$ cat config.mk
export PLATFORM = sky130hd
export DESIGN_NAME = tsc_status_config
export DESIGN_NICKNAME = d
export VERILOG_FILES = /design/src/logic/tsc_pkg.sv /design/src/logic/tsc_conv_seq.sv /design/src/logic/tsc_status_config.sv
export VERILOG_INCLUDE_DIRS = /design/src /design/src/logic
export SDC_FILE = /design/constraint.sdc
export NUM_CORES = 1
export LEC_CHECK = 0
export ABC_AREA = 1
export ABC_CLOCK_PERIOD_IN_PS = 2750
export BUFFER_PORTS_ARGS = -buffer_cell sky130_fd_sc_hd__buf_2
export CAP_MARGIN = 0
export CELL_PAD_IN_SITES_DETAIL_PLACEMENT = 2
export CELL_PAD_IN_SITES_GLOBAL_PLACEMENT = 2
export CORE_ASPECT_RATIO = 0.6
export CORE_MARGIN = 5
export CORE_UTILIZATION = 29
export CTS_CLUSTER_DIAMETER = 80
export DETAILED_ROUTE_END_ITERATION = 8
export PLACE_DENSITY = 0.8
export SETUP_SLACK_MARGIN = 0.05
export SLEW_MARGIN = 15
export SYNTH_ARGS = -nofsm -noshare
export SYNTH_HDL_FRONTEND = slang
export SYNTH_SLANG_ARGS = --single-unit
$ cat constraint.sdc
create_clock -name clk -period 2.75 [get_ports clk]
set_clock_uncertainty 0.2 [all_clocks]
set_input_delay 0.1375 -clock clk [delete_from_list [all_inputs] [get_ports clk]]
set_output_delay 0.1375 -clock clk [all_outputs]
set_load 0.01 [all_outputs]
$ cat src/logic/tsc_status_map.svh
// Register map, field positions, reset values and timing figures
// for the temperature sensor status and configuration block.
// Assumes the serial interface logic decodes the register pointer.
//
// Notes on behaviour
// - Low flag sets below low limit
// - High and critical flags set above limits
// - Low flag clears on read or recovery
// - High flag clears on read or recovery
// - Critical flag clears on read or recovery
// - Ready bit drops on result write, resets high
// - Temperature read returns ready bit high
// - Mode write in single/slow modes raises ready
// - Alarms need one to four faults
// - Config bit two sets critical polarity
// - Config bit three sets limit polarity
// - Config bit four picks interrupt or comparator
// - Mode zero converts back to back
// - Mode one does one long conversion
// - Mode two converts once each second
// - Mode three idles, registers stay reachable
// - Config bit seven picks result resolution
// - Wide results replace low byte flags
// - Hysteresis widens the release thresholds
`ifndef TSC_STATUS_MAP_SVH
`define TSC_STATUS_MAP_SVH

// Register offsets
`define TSC_REG_TEMP_MSB   8'h00
`define TSC_REG_TEMP_LSB   8'h01
`define TSC_REG_STATUS     8'h02
`define TSC_REG_CONFIG     8'h03

// Reset values
`define TSC_CONFIG_RESET   8'h00
`define TSC_READY_N_RESET  1'b1

// Hysteresis is whole degrees; one degree is this shift of the lsb
`define TSC_HYST_SHIFT     7

// Timing figures in milliseconds and the clock rate in kHz
`define TSC_CLK_KHZ        50000
`define TSC_CONT_CONV_MS   240
`define TSC_ONESHOT_MS     240
`define TSC_SPS_CONV_MS    60
`define TSC_SPS_PERIOD_MS  1000

`endif

$ cat src/logic/tsc_pkg.sv
// Types shared by the temperature sensor status block.
// Assumes tsc_status_map.svh supplies the numeric constants.
package tsc_pkg;

   // Conversion modes held in the configuration field
   typedef enum logic [1:0] {
      TSC_MODE_CONT    = 2'b00,
      TSC_MODE_ONESHOT = 2'b01,
      TSC_MODE_SPS     = 2'b10,
      TSC_MODE_SHUTDN  = 2'b11
   } tsc_mode_t;

   // Configuration register layout, bit 7 down to bit 0
   typedef struct packed {
      logic       res16;
      tsc_mode_t  mode;
      logic       cmp_mode;
      logic       limit_pol;
      logic       crit_pol;
      logic [1:0] fault_q;
   } tsc_cfg_t;

   // Limit values from the setpoint registers
   typedef struct packed {
      logic [15:0] high;
      logic [15:0] low;
      logic [15:0] crit;
      logic [3:0]  hysteresis_value;
   } tsc_limits_t;

   // Conversion sequencer states
   typedef enum logic [1:0] {
      TSC_SEQ_OFF  = 2'b00,
      TSC_SEQ_CONV = 2'b01,
      TSC_SEQ_REST = 2'b10
   } tsc_seq_state_t;

endpackage

$ cat src/logic/tsc_conv_seq.sv
// Conversion sequencer: paces conversions for the selected mode.
// Assumes the conversion engine runs while conv_active is high.
`timescale 1ns/1ps
`include "tsc_status_map.svh"
module tsc_conv_seq #(
   parameter int unsigned CONT_CYC    = `TSC_CONT_CONV_MS * `TSC_CLK_KHZ,
   parameter int unsigned ONESHOT_CYC = `TSC_ONESHOT_MS * `TSC_CLK_KHZ,
   parameter int unsigned SPS_CYC     = `TSC_SPS_CONV_MS * `TSC_CLK_KHZ,
   parameter int unsigned PERIOD_CYC  = `TSC_SPS_PERIOD_MS * `TSC_CLK_KHZ
) (
   input  wire logic            clk,
   input  wire logic            reset,
   input  wire tsc_pkg::tsc_mode_t mode,
   input  wire logic            mode_wr,
   output logic                 conv_start,
   output logic                 conv_active
);
   import tsc_pkg::*;

   tsc_seq_state_t state_r;
   logic [31:0]    cnt_r;
   logic           kick_r;
   logic [31:0]    conv_len;

   // Window length for the running mode
   always_comb begin
      unique case (mode)
         TSC_MODE_ONESHOT: conv_len = ONESHOT_CYC;
         TSC_MODE_SPS:     conv_len = SPS_CYC;
         default:          conv_len = CONT_CYC;
      endcase
   end

   // Mode state machine and window timer
   always_ff @(posedge clk) begin
      conv_start <= 1'b0;
      if (reset) begin
         state_r <= TSC_SEQ_OFF;
         cnt_r   <= 32'h0;
         kick_r  <= 1'b1;
      end else if (mode_wr || mode == TSC_MODE_SHUTDN) begin
         state_r <= TSC_SEQ_OFF;
         cnt_r   <= 32'h0;
         kick_r  <= 1'b1;
      end else begin
         unique case (state_r)
            TSC_SEQ_OFF: if (kick_r) begin
               kick_r     <= 1'b0;
               state_r    <= TSC_SEQ_CONV;
               conv_start <= 1'b1;
               cnt_r      <= 32'h0;
            end
            TSC_SEQ_CONV: if (cnt_r >= conv_len - 32'h1) begin
               if (mode == TSC_MODE_CONT) begin
                  conv_start <= 1'b1;
                  cnt_r      <= 32'h0;
               end else if (mode == TSC_MODE_SPS) begin
                  state_r <= TSC_SEQ_REST;
                  cnt_r   <= cnt_r + 32'h1;
               end else begin
                  state_r <= TSC_SEQ_OFF;
               end
            end else begin
               cnt_r <= cnt_r + 32'h1;
            end
            TSC_SEQ_REST: if (cnt_r >= PERIOD_CYC - 32'h1) begin
               state_r    <= TSC_SEQ_CONV;
               conv_start <= 1'b1;
               cnt_r      <= 32'h0;
            end else begin
               cnt_r <= cnt_r + 32'h1;
            end
            default: state_r <= TSC_SEQ_OFF;
         endcase
      end
   end

   // Engine power level
   always_ff @(posedge clk) begin
      if (reset) conv_active <= 1'b0;
      else conv_active <= (state_r == TSC_SEQ_CONV) && !mode_wr && mode != TSC_MODE_SHUTDN;
   end

endmodule // tsc_conv_seq

$ cat src/logic/tsc_status_config.sv
// Status flags, configuration register, fault queues and alarm pins
// of the temperature sensor.
// Assumes register accesses come from the serial interface logic on clk,
// and results and limits come from the conversion and setpoint logic.
`timescale 1ns/1ps
`include "tsc_status_map.svh"
module tsc_status_config #(
   parameter int unsigned CONT_CONV_CYC = `TSC_CONT_CONV_MS * `TSC_CLK_KHZ,
   parameter int unsigned ONESHOT_CYC   = `TSC_ONESHOT_MS * `TSC_CLK_KHZ,
   parameter int unsigned SPS_CONV_CYC  = `TSC_SPS_CONV_MS * `TSC_CLK_KHZ,
   parameter int unsigned SPS_PERIOD_CYC = `TSC_SPS_PERIOD_MS * `TSC_CLK_KHZ,
   parameter int unsigned FQ_W          = 3
) (
   input  wire logic               clk,
   input  wire logic               reset,
   input  wire logic [7:0]         reg_addr,
   input  wire logic               reg_wr,
   input  wire logic               reg_rd,
   input  wire logic [7:0]         reg_wdata,
   output logic [7:0]              reg_rdata,
   output logic                    reg_hit,
   input  wire logic               result_wr,
   input  wire logic [15:0]        temp_value,
   input  wire tsc_pkg::tsc_limits_t limits,
   output logic                    conv_start,
   output logic                    conv_active,
   output logic                    res16,
   output logic [2:0]              temp_lsb_bits,
   output logic [7:0]              status_view,
   output logic                    critical_alarm_out,
   output logic                    critical_alarm_oe_n,
   output logic                    limit_alarm_out,
   output logic                    limit_alarm_oe_n
);
   import tsc_pkg::*;

   // Channel numbering for the two alarm paths
   localparam int CH_LIMIT = 0;
   localparam int CH_CRIT  = 1;

   tsc_cfg_t           cfg_r;
   logic               low_flag_r;
   logic               high_flag_r;
   logic               critical_limit_flag_r;
   logic               ready_n_r;
   logic [1:0]         alarm_r;
   logic               cfg_wr;
   logic               status_rd;
   logic               temp_rd;
   logic               seq_start;
   logic               seq_active;
   logic signed [16:0] t_s;
   logic signed [16:0] hi_s;
   logic signed [16:0] lo_s;
   logic signed [16:0] cr_s;
   logic signed [16:0] hy_s;
   logic               below_low;
   logic               above_high;
   logic               above_crit;
   logic               low_back;
   logic               high_back;
   logic               crit_back;
   logic [1:0]         ch_out;
   logic [1:0]         ch_inside;
   logic [FQ_W-1:0]    fq_need;
   tsc_cfg_t           cfg_new;
   logic [7:0]         status_byte;
   logic [2:0]         res_lsb_r;

   // Register access decode
   assign cfg_wr    = reg_wr && (reg_addr == `TSC_REG_CONFIG);
   assign status_rd = reg_rd && (reg_addr == `TSC_REG_STATUS);
   assign temp_rd   = reg_rd && ((reg_addr == `TSC_REG_TEMP_MSB) ||
                                 (reg_addr == `TSC_REG_TEMP_LSB));
   assign cfg_new   = tsc_cfg_t'(reg_wdata);

   // Widen to 17 bits so limit plus hysteresis cannot wrap
   assign t_s  = {temp_value[15], temp_value};
   assign hi_s = {limits.high[15], limits.high};
   assign lo_s = {limits.low[15], limits.low};
   assign cr_s = {limits.crit[15], limits.crit};
   assign hy_s = 17'(limits.hysteresis_value) << `TSC_HYST_SHIFT;

   // Limit compares on the fresh result
   assign below_low  = t_s < lo_s;
   assign above_high = t_s > hi_s;
   assign above_crit = t_s > cr_s;

   // Release thresholds include hysteresis
   assign low_back  = t_s > (lo_s + hy_s);
   assign high_back = t_s < (hi_s - hy_s);
   assign crit_back = t_s < (cr_s - hy_s);

   // Per-channel fault and release conditions
   assign ch_out[CH_LIMIT]    = below_low || above_high;
   assign ch_out[CH_CRIT]     = above_crit;
   assign ch_inside[CH_LIMIT] = low_back && high_back;
   assign ch_inside[CH_CRIT]  = crit_back;

   // Faults required before an alarm: code plus one
   assign fq_need = FQ_W'(cfg_r.fault_q) + FQ_W'(1);

   // Status byte as read back, low nibble reads zero
   assign status_byte = {ready_n_r, critical_limit_flag_r, high_flag_r,
                         low_flag_r, 4'h0};

   // Configuration register, stays writable in every mode
   always_ff @(posedge clk) begin
      if (reset) cfg_r <= tsc_cfg_t'(`TSC_CONFIG_RESET);
      else if (cfg_wr) cfg_r <= cfg_new;
   end

   // Low flag: set on result below limit, set beats clear
   always_ff @(posedge clk) begin
      if (reset) begin
         low_flag_r <= 1'b0;
      end else if (result_wr && below_low) begin
         low_flag_r <= 1'b1;
      end else if (status_rd || (result_wr && low_back)) begin
         low_flag_r <= 1'b0;
      end
   end

   // High flag: set above limit, clear on read or recovery
   always_ff @(posedge clk) begin
      if (reset) begin
         high_flag_r <= 1'b0;
      end else if (result_wr && above_high) begin
         high_flag_r <= 1'b1;
      end else if (status_rd || (result_wr && high_back)) begin
         high_flag_r <= 1'b0;
      end
   end

   // Critical flag: set above limit, clear on read or recovery
   always_ff @(posedge clk) begin
      if (reset) begin
         critical_limit_flag_r <= 1'b0;
      end else if (result_wr && above_crit) begin
         critical_limit_flag_r <= 1'b1;
      end else if (status_rd || (result_wr && crit_back)) begin
         critical_limit_flag_r <= 1'b0;
      end
   end

   // Active-low ready bit: a new result wins over any release
   always_ff @(posedge clk) begin
      if (reset) begin
         ready_n_r <= `TSC_READY_N_RESET;
      end else if (result_wr) begin
         ready_n_r <= 1'b0;
      end else if (temp_rd) begin
         ready_n_r <= 1'b1;
      end else if (cfg_wr && (cfg_new.mode == TSC_MODE_ONESHOT ||
                              cfg_new.mode == TSC_MODE_SPS)) begin
         ready_n_r <= 1'b1;
      end
   end

   // Fault queue and alarm state, one copy per channel
   generate
      for (genvar ch = 0; ch < 2; ch++) begin : g_alarm
         logic [FQ_W-1:0] fcnt_r;

         // Consecutive out-of-limit results, saturating at the need
         always_ff @(posedge clk) begin
            if (reset) begin
               fcnt_r <= '0;
            end else if (result_wr) begin
               if (!ch_out[ch]) fcnt_r <= '0;
               else if (fcnt_r < fq_need) fcnt_r <= fcnt_r + FQ_W'(1);
            end
         end

         // Alarm: raised at the fault count, released by mode
         always_ff @(posedge clk) begin
            if (reset) begin
               alarm_r[ch] <= 1'b0;
            end else if (result_wr && ch_out[ch] &&
                         (fcnt_r + FQ_W'(1) >= fq_need)) begin
               alarm_r[ch] <= 1'b1;
            end else if (cfg_r.cmp_mode) begin
               if (result_wr && ch_inside[ch]) alarm_r[ch] <= 1'b0;
            end else if (status_rd) begin
               alarm_r[ch] <= 1'b0;
            end
         end
      end
   endgenerate

   // Open-drain pins: pulled low when asserted level differs from idle
   always_ff @(posedge clk) begin
      if (reset) begin
         critical_alarm_oe_n <= 1'b1;
         limit_alarm_oe_n    <= 1'b1;
      end else begin
         critical_alarm_oe_n <= ~(alarm_r[CH_CRIT] ^ cfg_r.crit_pol);
         limit_alarm_oe_n    <= ~(alarm_r[CH_LIMIT] ^ cfg_r.limit_pol);
      end
   end

   // Pin data is always low; only the enable moves
   always_ff @(posedge clk) begin
      critical_alarm_out <= 1'b0;
      limit_alarm_out    <= 1'b0;
   end

   // Register read data, captured before the read clears flags
   always_ff @(posedge clk) begin
      if (reset) begin
         reg_rdata <= 8'h00;
         reg_hit   <= 1'b0;
      end else if (reg_rd) begin
         unique case (reg_addr)
            `TSC_REG_STATUS: begin
               reg_rdata <= status_byte;
               reg_hit   <= 1'b1;
            end
            `TSC_REG_CONFIG: begin
               reg_rdata <= cfg_r;
               reg_hit   <= 1'b1;
            end
            default: begin
               reg_rdata <= 8'h00;
               reg_hit   <= 1'b0;
            end
         endcase
      end else begin
         reg_hit <= 1'b0;
      end
   end

   // Status view for the serial logic
   always_ff @(posedge clk) begin
      if (reset) status_view <= {`TSC_READY_N_RESET, 7'h00};
      else status_view <= status_byte;
   end

   // Low result bits held from the last written result only
   always_ff @(posedge clk) begin
      if (reset) res_lsb_r <= 3'h0;
      else if (result_wr) res_lsb_r <= temp_value[2:0];
   end

   // Resolution select and low result bits for the value register
   always_ff @(posedge clk) begin
      if (reset) begin
         res16         <= 1'b0;
         temp_lsb_bits <= 3'h0;
      end else begin
         res16 <= cfg_r.res16;
         if (cfg_r.res16) temp_lsb_bits <= res_lsb_r;
         else temp_lsb_bits <= {critical_limit_flag_r, high_flag_r, low_flag_r};
      end
   end

   // Conversion pacing per operating mode
   tsc_conv_seq #(
      .CONT_CYC    (CONT_CONV_CYC),
      .ONESHOT_CYC (ONESHOT_CYC),
      .SPS_CYC     (SPS_CONV_CYC),
      .PERIOD_CYC  (SPS_PERIOD_CYC)
   ) u_seq (
      .clk         (clk),
      .reset       (reset),
      .mode        (cfg_r.mode),
      .mode_wr     (cfg_wr),
      .conv_start  (seq_start),
      .conv_active (seq_active)
   );

   // Retimed sequencer outputs
   always_ff @(posedge clk) begin
      if (reset) begin
         conv_start  <= 1'b0;
         conv_active <= 1'b0;
      end else begin
         conv_start  <= seq_start;
         conv_active <= seq_active;
      end
   end

endmodule // tsc_status_config

# After elaboration in Yosys (flattened, before gate mapping)

Cells that the tools add are included.

Add/subtract/negate cells: 8
Order comparisons: 12
Equality and inequality tests: 19
Mux-type cells: 41
Bitwise operators: 5
Reductions and logical operators: 44

Operator list:

| kind                                                                    | count |
|---|---|
| 32-bit two-way mux                                                      | 5 |
| 32-bit one-hot mux with 3 select lines                                  | 1 |
| 16-bit by 17-bit less-than comparator with 1-bit output                 | 2 |
| 16-bit by 12-bit subtractor with 17-bit output                          | 2 |
| 32-bit by 1-bit adder with 32-bit output, second input constant         | 1 |
| 32-bit by 26-bit >= comparator with 1-bit output, second input constant | 1 |
| 32-bit >= comparator                                                    | 1 |
| 16-bit > comparator                                                     | 2 |
| 24-bit by 1-bit subtractor with 25-bit output, second input constant    | 1 |
| 24-bit two-way mux                                                      | 1 |
| 1-bit two-way mux                                                       | 21 |
| 16-bit by 12-bit adder with 17-bit output                               | 1 |
| 16-bit by 17-bit > comparator with 1-bit output                         | 1 |
| 1-bit logical AND                                                       | 17 |
| 8-bit by 2-bit == test with 1-bit output, second input constant         | 2 |
| 16-bit less-than comparator                                             | 1 |
| 8-bit one-hot mux with 2 select lines                                   | 1 |
| 3-bit two-way mux                                                       | 5 |
| 3-bit nonzero test                                                      | 4 |
| 2-bit two-way mux                                                       | 5 |
| 2-bit by 1-bit != test with 1-bit output, second input constant         | 5 |
| 2-bit == test, second input constant                                    | 4 |
| 8-bit by 1-bit == test with 1-bit output, second input constant         | 1 |
| 8-bit zero test                                                         | 1 |
| 20 further kinds                                                        | 43 |

Bits in registers: 85
Bits of input ports: 89
Output and inout port bits: 27
Logic and storage cells: 159

# Depth between registers and ports, before layout

Depth in word-level cells: 7
Mapped depth: 23
Gate-level depth less buffers: 23

# Hierarchy

A second synthesis with hierarchy kept.

Cells, all modules: 1,276
Area, all modules: 7,970.1 um2

Modules (own cells, without submodules):

| module            | instances | cells each | area each (um2) | seq. area each (um2) |
|---|---|---|---|---|
| tsc_status_config | 1         | 724        | 4,898.4         | 880.8 |
| tsc_conv_seq      | 1         | 552        | 3,071.7         | 740.7 |

# Worst setup path after synthesis

OpenSTA, ideal clock, no wires.

Path type: input port to flip-flop
Start: input limits[43] in the netlist's numbering
End: register alarm_r[0]
Setup time: 132 ps
Arrival: 2,701 ps
Data required time: 2,418 ps
Setup slack: -283 ps
Cell stages on the path: 23
Path buffers: 0
Cells stage by stage: inv_1 -> ha_1 -> inv_1 -> fa_1 -> and3_1 -> a211oi_1 -> nand3_1 -> nor3_1 -> xor2_1 -> ha_1 -> nand2_1 -> nor2_1 -> nand2_1 -> nor3_1 -> nor2_1 -> nand2_1 -> nand2_1 -> nand2_1 -> nand2_1 -> nand2_1 -> nand2_1 -> nand2_1 -> a21oi_1

Word-level cells in the longest chain between the ends: 6
Elaborated cells on any way between the ends: 12
Those cells by class: add/sub (1); order compare (2); eq/ne (1); mux (1); reduce/logical (7)

Ends and longest elaborated chain:

| element                                                                                                | line                                               | RTL |
|---|---|---|
| start, declared                                                                                        | tsc_status_config.sv:24                            | `input wire tsc_pkg::tsc_limits_t limits,` |
| 16-bit by 12-bit subtractor with 17-bit output / 16-bit > comparator (equally long branches)           | tsc_status_config.sv:91, tsc_status_config.sv:86   |  |
| 16-bit by 17-bit less-than comparator with 1-bit output / 1-bit logical OR (equally long branches)     | tsc_status_config.sv:91, tsc_status_config.sv:95   |  |
| 1-bit logical AND (on tied branches)                                                                   | tsc_status_config.sv:97, tsc_status_config.sv:179  |  |
| 1-bit logical AND (on tied branches)                                                                   | tsc_status_config.sv:183, tsc_status_config.sv:179 |  |
| 3-bit by 1-bit != test with 1-bit output (no source line) / 3-bit nonzero test (equally long branches) | -                                                  |  |
| 2-bit AND reduction (no source line)                                                                   | -                                                  |  |
| end signal, assigned by index                                                                          | tsc_status_config.sv:181                           | `alarm_r[ch] <= 1'b1;` |
| end signal, assigned by index                                                                          | tsc_status_config.sv:183                           | `if (result_wr && ch_inside[ch]) alarm_r[ch] <= 1'b0;` |
| end signal, assigned by index                                                                          | tsc_status_config.sv:185                           | `alarm_r[ch] <= 1'b0;` |
| end, declared                                                                                          | tsc_status_config.sv:46                            | `logic [1:0] alarm_r;` |

Several ways; a longest one is shown, not always the timed one.
A chain may end at the register's enable or synchronous reset.

# Final worst setup path

Ends and elaborated chain as after synthesis.

==> flow_summary.ini <==
[status]
outcome = complete, but fails checks
violations = setup timing

[logic_synthesis]
yosysUniqueCellTypes = 43
synth_edf_count = 0
ys_seq_area_share_pct = 21.14
yosysWarnings = 0
syn_inst = 1173
synthFlopType = dfxtp_1
synth_top_cell_by_area = dfxtp_1
avgSynthCellArea_um2 = 6.541
synth_top_area_share_pct = 21.14
synth.area.top_cells = dfxtp_1, ha_1, nand2_1, inv_1, nor2_1
async_reset_ff_share_pct = 0
synth-seq-cells = 81
syn_area_um2 = 7672

[detailed_routing]
first_pass_iters = 5
drtIter0Drc = 682
drc_errors = 0
routed_wl_um = 40920
via_per_inst = 5.329
wl_per_cell_um = 23.52
detail-route-antenna-nets = 0
vias = 9272

[job]
drv_cap = 0

[floorplanning]
start_util_pct = 29.23
core_area_um2 = 26250
die_w_um = 220.0
die_h_um = 136.0
rows = 46
dieArea_um2 = 29920
ios = 116

[cells_and_area]
mostFrequentLayoutCells = nand2_1, inv_1, nor2_1, ha_1, buf_2
syn_to_final_growth_pct = 34.56
layout_commonest_cell = nand2_1
final_nets = 1585
drive_gt1_share_pct = 23.22
design_area_um2 = 10320

[worst_setup_path]
cp-end-kind = flip-flop
crit_slowest_cell = fa_2
cpMostUsedCell = nand2_1
worstSetupStartpointType = input pin
cp_cell_sequence = buf_8 -> inv_12 -> ha_4 -> inv_4 -> fa_2 -> and3_4 -> a211oi_4 -> nand3_2 -> buf_6 -> xor2_2 -> ha_1 -> nand2_1 -> nor2_2 -> nand2_2 -> nor3_4 -> nor2_2 -> nand3_1 -> nand2_2 -> nand2_1 -> nand2_1 -> nand2_1 -> nand2_1 -> a21oi_1
path_max_fanout = 2
crit_path_max_incr_delay_ps = 450
worstPathArrival_ps = 3230
criticalPathCategory = in -> reg
cp.required_ps = 2840

[clock_network]
insertion_delay_ps = 360
clk_pin_slew_ps = 70
clockBufferDepth = 2
htree_levels = 3
cts.sinks = 81
cts_tree = built
clock-root-buffer = clkbuf_16
numCtsBuffers = 9

[power_and_ir_drop]
total_power_w = 0.005419
p_leak_nw = 4.963
powerDensity_nw_per_um2 = 524.9
vdd_drop_max_v = 0.0003926

[sta]
hold_viol = 0
finalSetupViolations = 37
drv_slew = 0
fin_crit_ps = 3147
timing.hold.ws_ps = 60.35
setup_tns_ps = -3240
tightest_slew_ps = 819.8
worst_slack_ps = -396.9
rsz0062_at_grt = true
fin_crit_sh_pct = 114.4
slew_headroom_pct = 45.14
fmax_mhz = 317.8

[global_route]
grt_pass1_vias = 9358
grt_first_pass_wirelength_um = 52890
gr-total-overflow = 0
grt_max_degree = 21
antenna_found_initial = 2
track_usage_pct = 22.85

[placement]
routabilityCongestion = 0.8768
port_buffers = 109
place_ws_ps = -820.4
place_hpwl_um = 27580
placed_area_um2 = 9092

[worst_hold_path]
hold_path_class = in -> reg
[logic make-up (layout without fill, tap and decap cells)]
group | count (synthesis) | in the layout | share of synthesized area (%)
buffers and inverters | 209 | 408 | 11.02
XOR/XNOR | 35 | 35 | 3.995
flip-flops | 81 | 81 | 21.14
other | 1 | 8 | 0.04888
AND/OR/NAND/NOR | 572 | 573 | 32.19
AO/OA/AOI/OAI | 152 | 152 | 11.25
adder cells (fa/ha/maj) | 123 | 123 | 20.35
[per-layer routing]
metal	up-vias	part of all wire (%)	GRT usage, %
met5	-	0	0
met4	0	2.3	3.568
met3	71	7.1	6.677
met2	346	44	34.37
met1	4648	47	32.95
li1	4207	-	-
[flip-flops by register name (all words and copies together), names as in the netlist]
name and flops:
critical_limit_flag_r 1, temp_lsb_bits 3, u_seq.state_r 2, res16 1, cfg_r 8, res_lsb_r 3, ready_n_r 1, reg_hit 1
u_seq.conv_start 1, high_flag_r 1, reg_rdata 8, u_seq.kick_r 1, alarm_r 2, critical_alarm_oe_n 1, u_seq.cnt_r 32, low_flag_r 1
conv_active 1, u_seq.conv_active 1, limit_alarm_oe_n 1, status_view 4, conv_start 1, g_alarm.fcnt_r 6
[metrics by stage]
| stage | std cells | utilization [%] |
|---|---|---|
| 6_report | 1740 | 39.34 |
| 5_1_grt | 1740 | 39.34 |
| 4_1_cts | 1724 | 37.10 |
| 3_5_place_dp | 1684 | 34.64 |
| 3_3_place_gp | 1684 | 34.64 |
| 2_1_floorplan | 1178 | - |
[critical path, delay by kind of cell]
family | cells | cell delay, ps
buffers and inverters | 4 | 340
adder cells (fa/ha/maj) | 3 | 880
XOR/XNOR | 1 | 140
AO/OA/AOI/OAI | 2 | 390
AND/OR/NAND/NOR | 13 | 1330
[repair_timing]
action,4_1_cts,5_1_grt
setup buffers,8,8
pin swaps,30,49
endpoints found under the setup margin,34,43
gates cloned,0,6
hold endpoints to repair,17,0
gates resized for setup,33,90
hold buffers,16,0
[report_power, final]
part	internal, W	switching (W)
registers	0.00126	0.0000741
logic	0.00108	0.00169
clock network	0.000733	0.000582
[synthesized netlist by cell type, types with 4 or more instances]
| library cell | instances |
|---|---|
| a32o_1 | 4 |
| buf_2 | 4 |
| a21oi_1 | 82 |
| nor2_1 | 137 |
| o21a_1 | 5 |
| inv_1 | 182 |
| or2_2 | 4 |
| ha_1 | 120 |
| o21ai_0 | 36 |
| o21bai_1 | 4 |
| nor3_1 | 23 |
| dfxtp_1 | 81 |
| o211ai_1 | 4 |
| nor3_2 | 5 |
| nand2_2 | 6 |
| nand4_1 | 27 |
| xor2_1 | 30 |
| a31oi_1 | 4 |
| clkbuf_1 | 6 |
| nand2_1 | 268 |
| buf_4 | 11 |
| xnor2_1 | 5 |
| nand3_1 | 86 |
[cell type report]
type                    count  area [µm²]
flip-flops and latches     81        1624
well taps                 360       450.4
inverters                 185       714.4
fillers                  3137       15920
multi-input cells         889        5712
diodes                      2       5.005
clock buffers              10       239.0
repair buffers            207        1514
clock inverters             6       65.06
[worst paths after layout]
| check | slack [ps] | start | cells after the start | to |
|---|---|---|---|---|
| worst max-delay path | -400 | limits[43] | 23 | alarm_r[0]$_SDFFE_PP0P_ |
| worst min-delay path | 60 | reset | 2 | conv_start$_SDFF_PP0_ |
| worst max register to register | -140 | cfg_r[6]$_SDFFE_PP0P_ | 17 | u_seq.cnt_r[11]$_SDFFE_PP0P_ |
| worst min register to register | 210 | u_seq.conv_active$_SDFF_PP0_ | 2 | conv_active$_SDFF_PP0_ |
(Power assumes the default switching activity.)
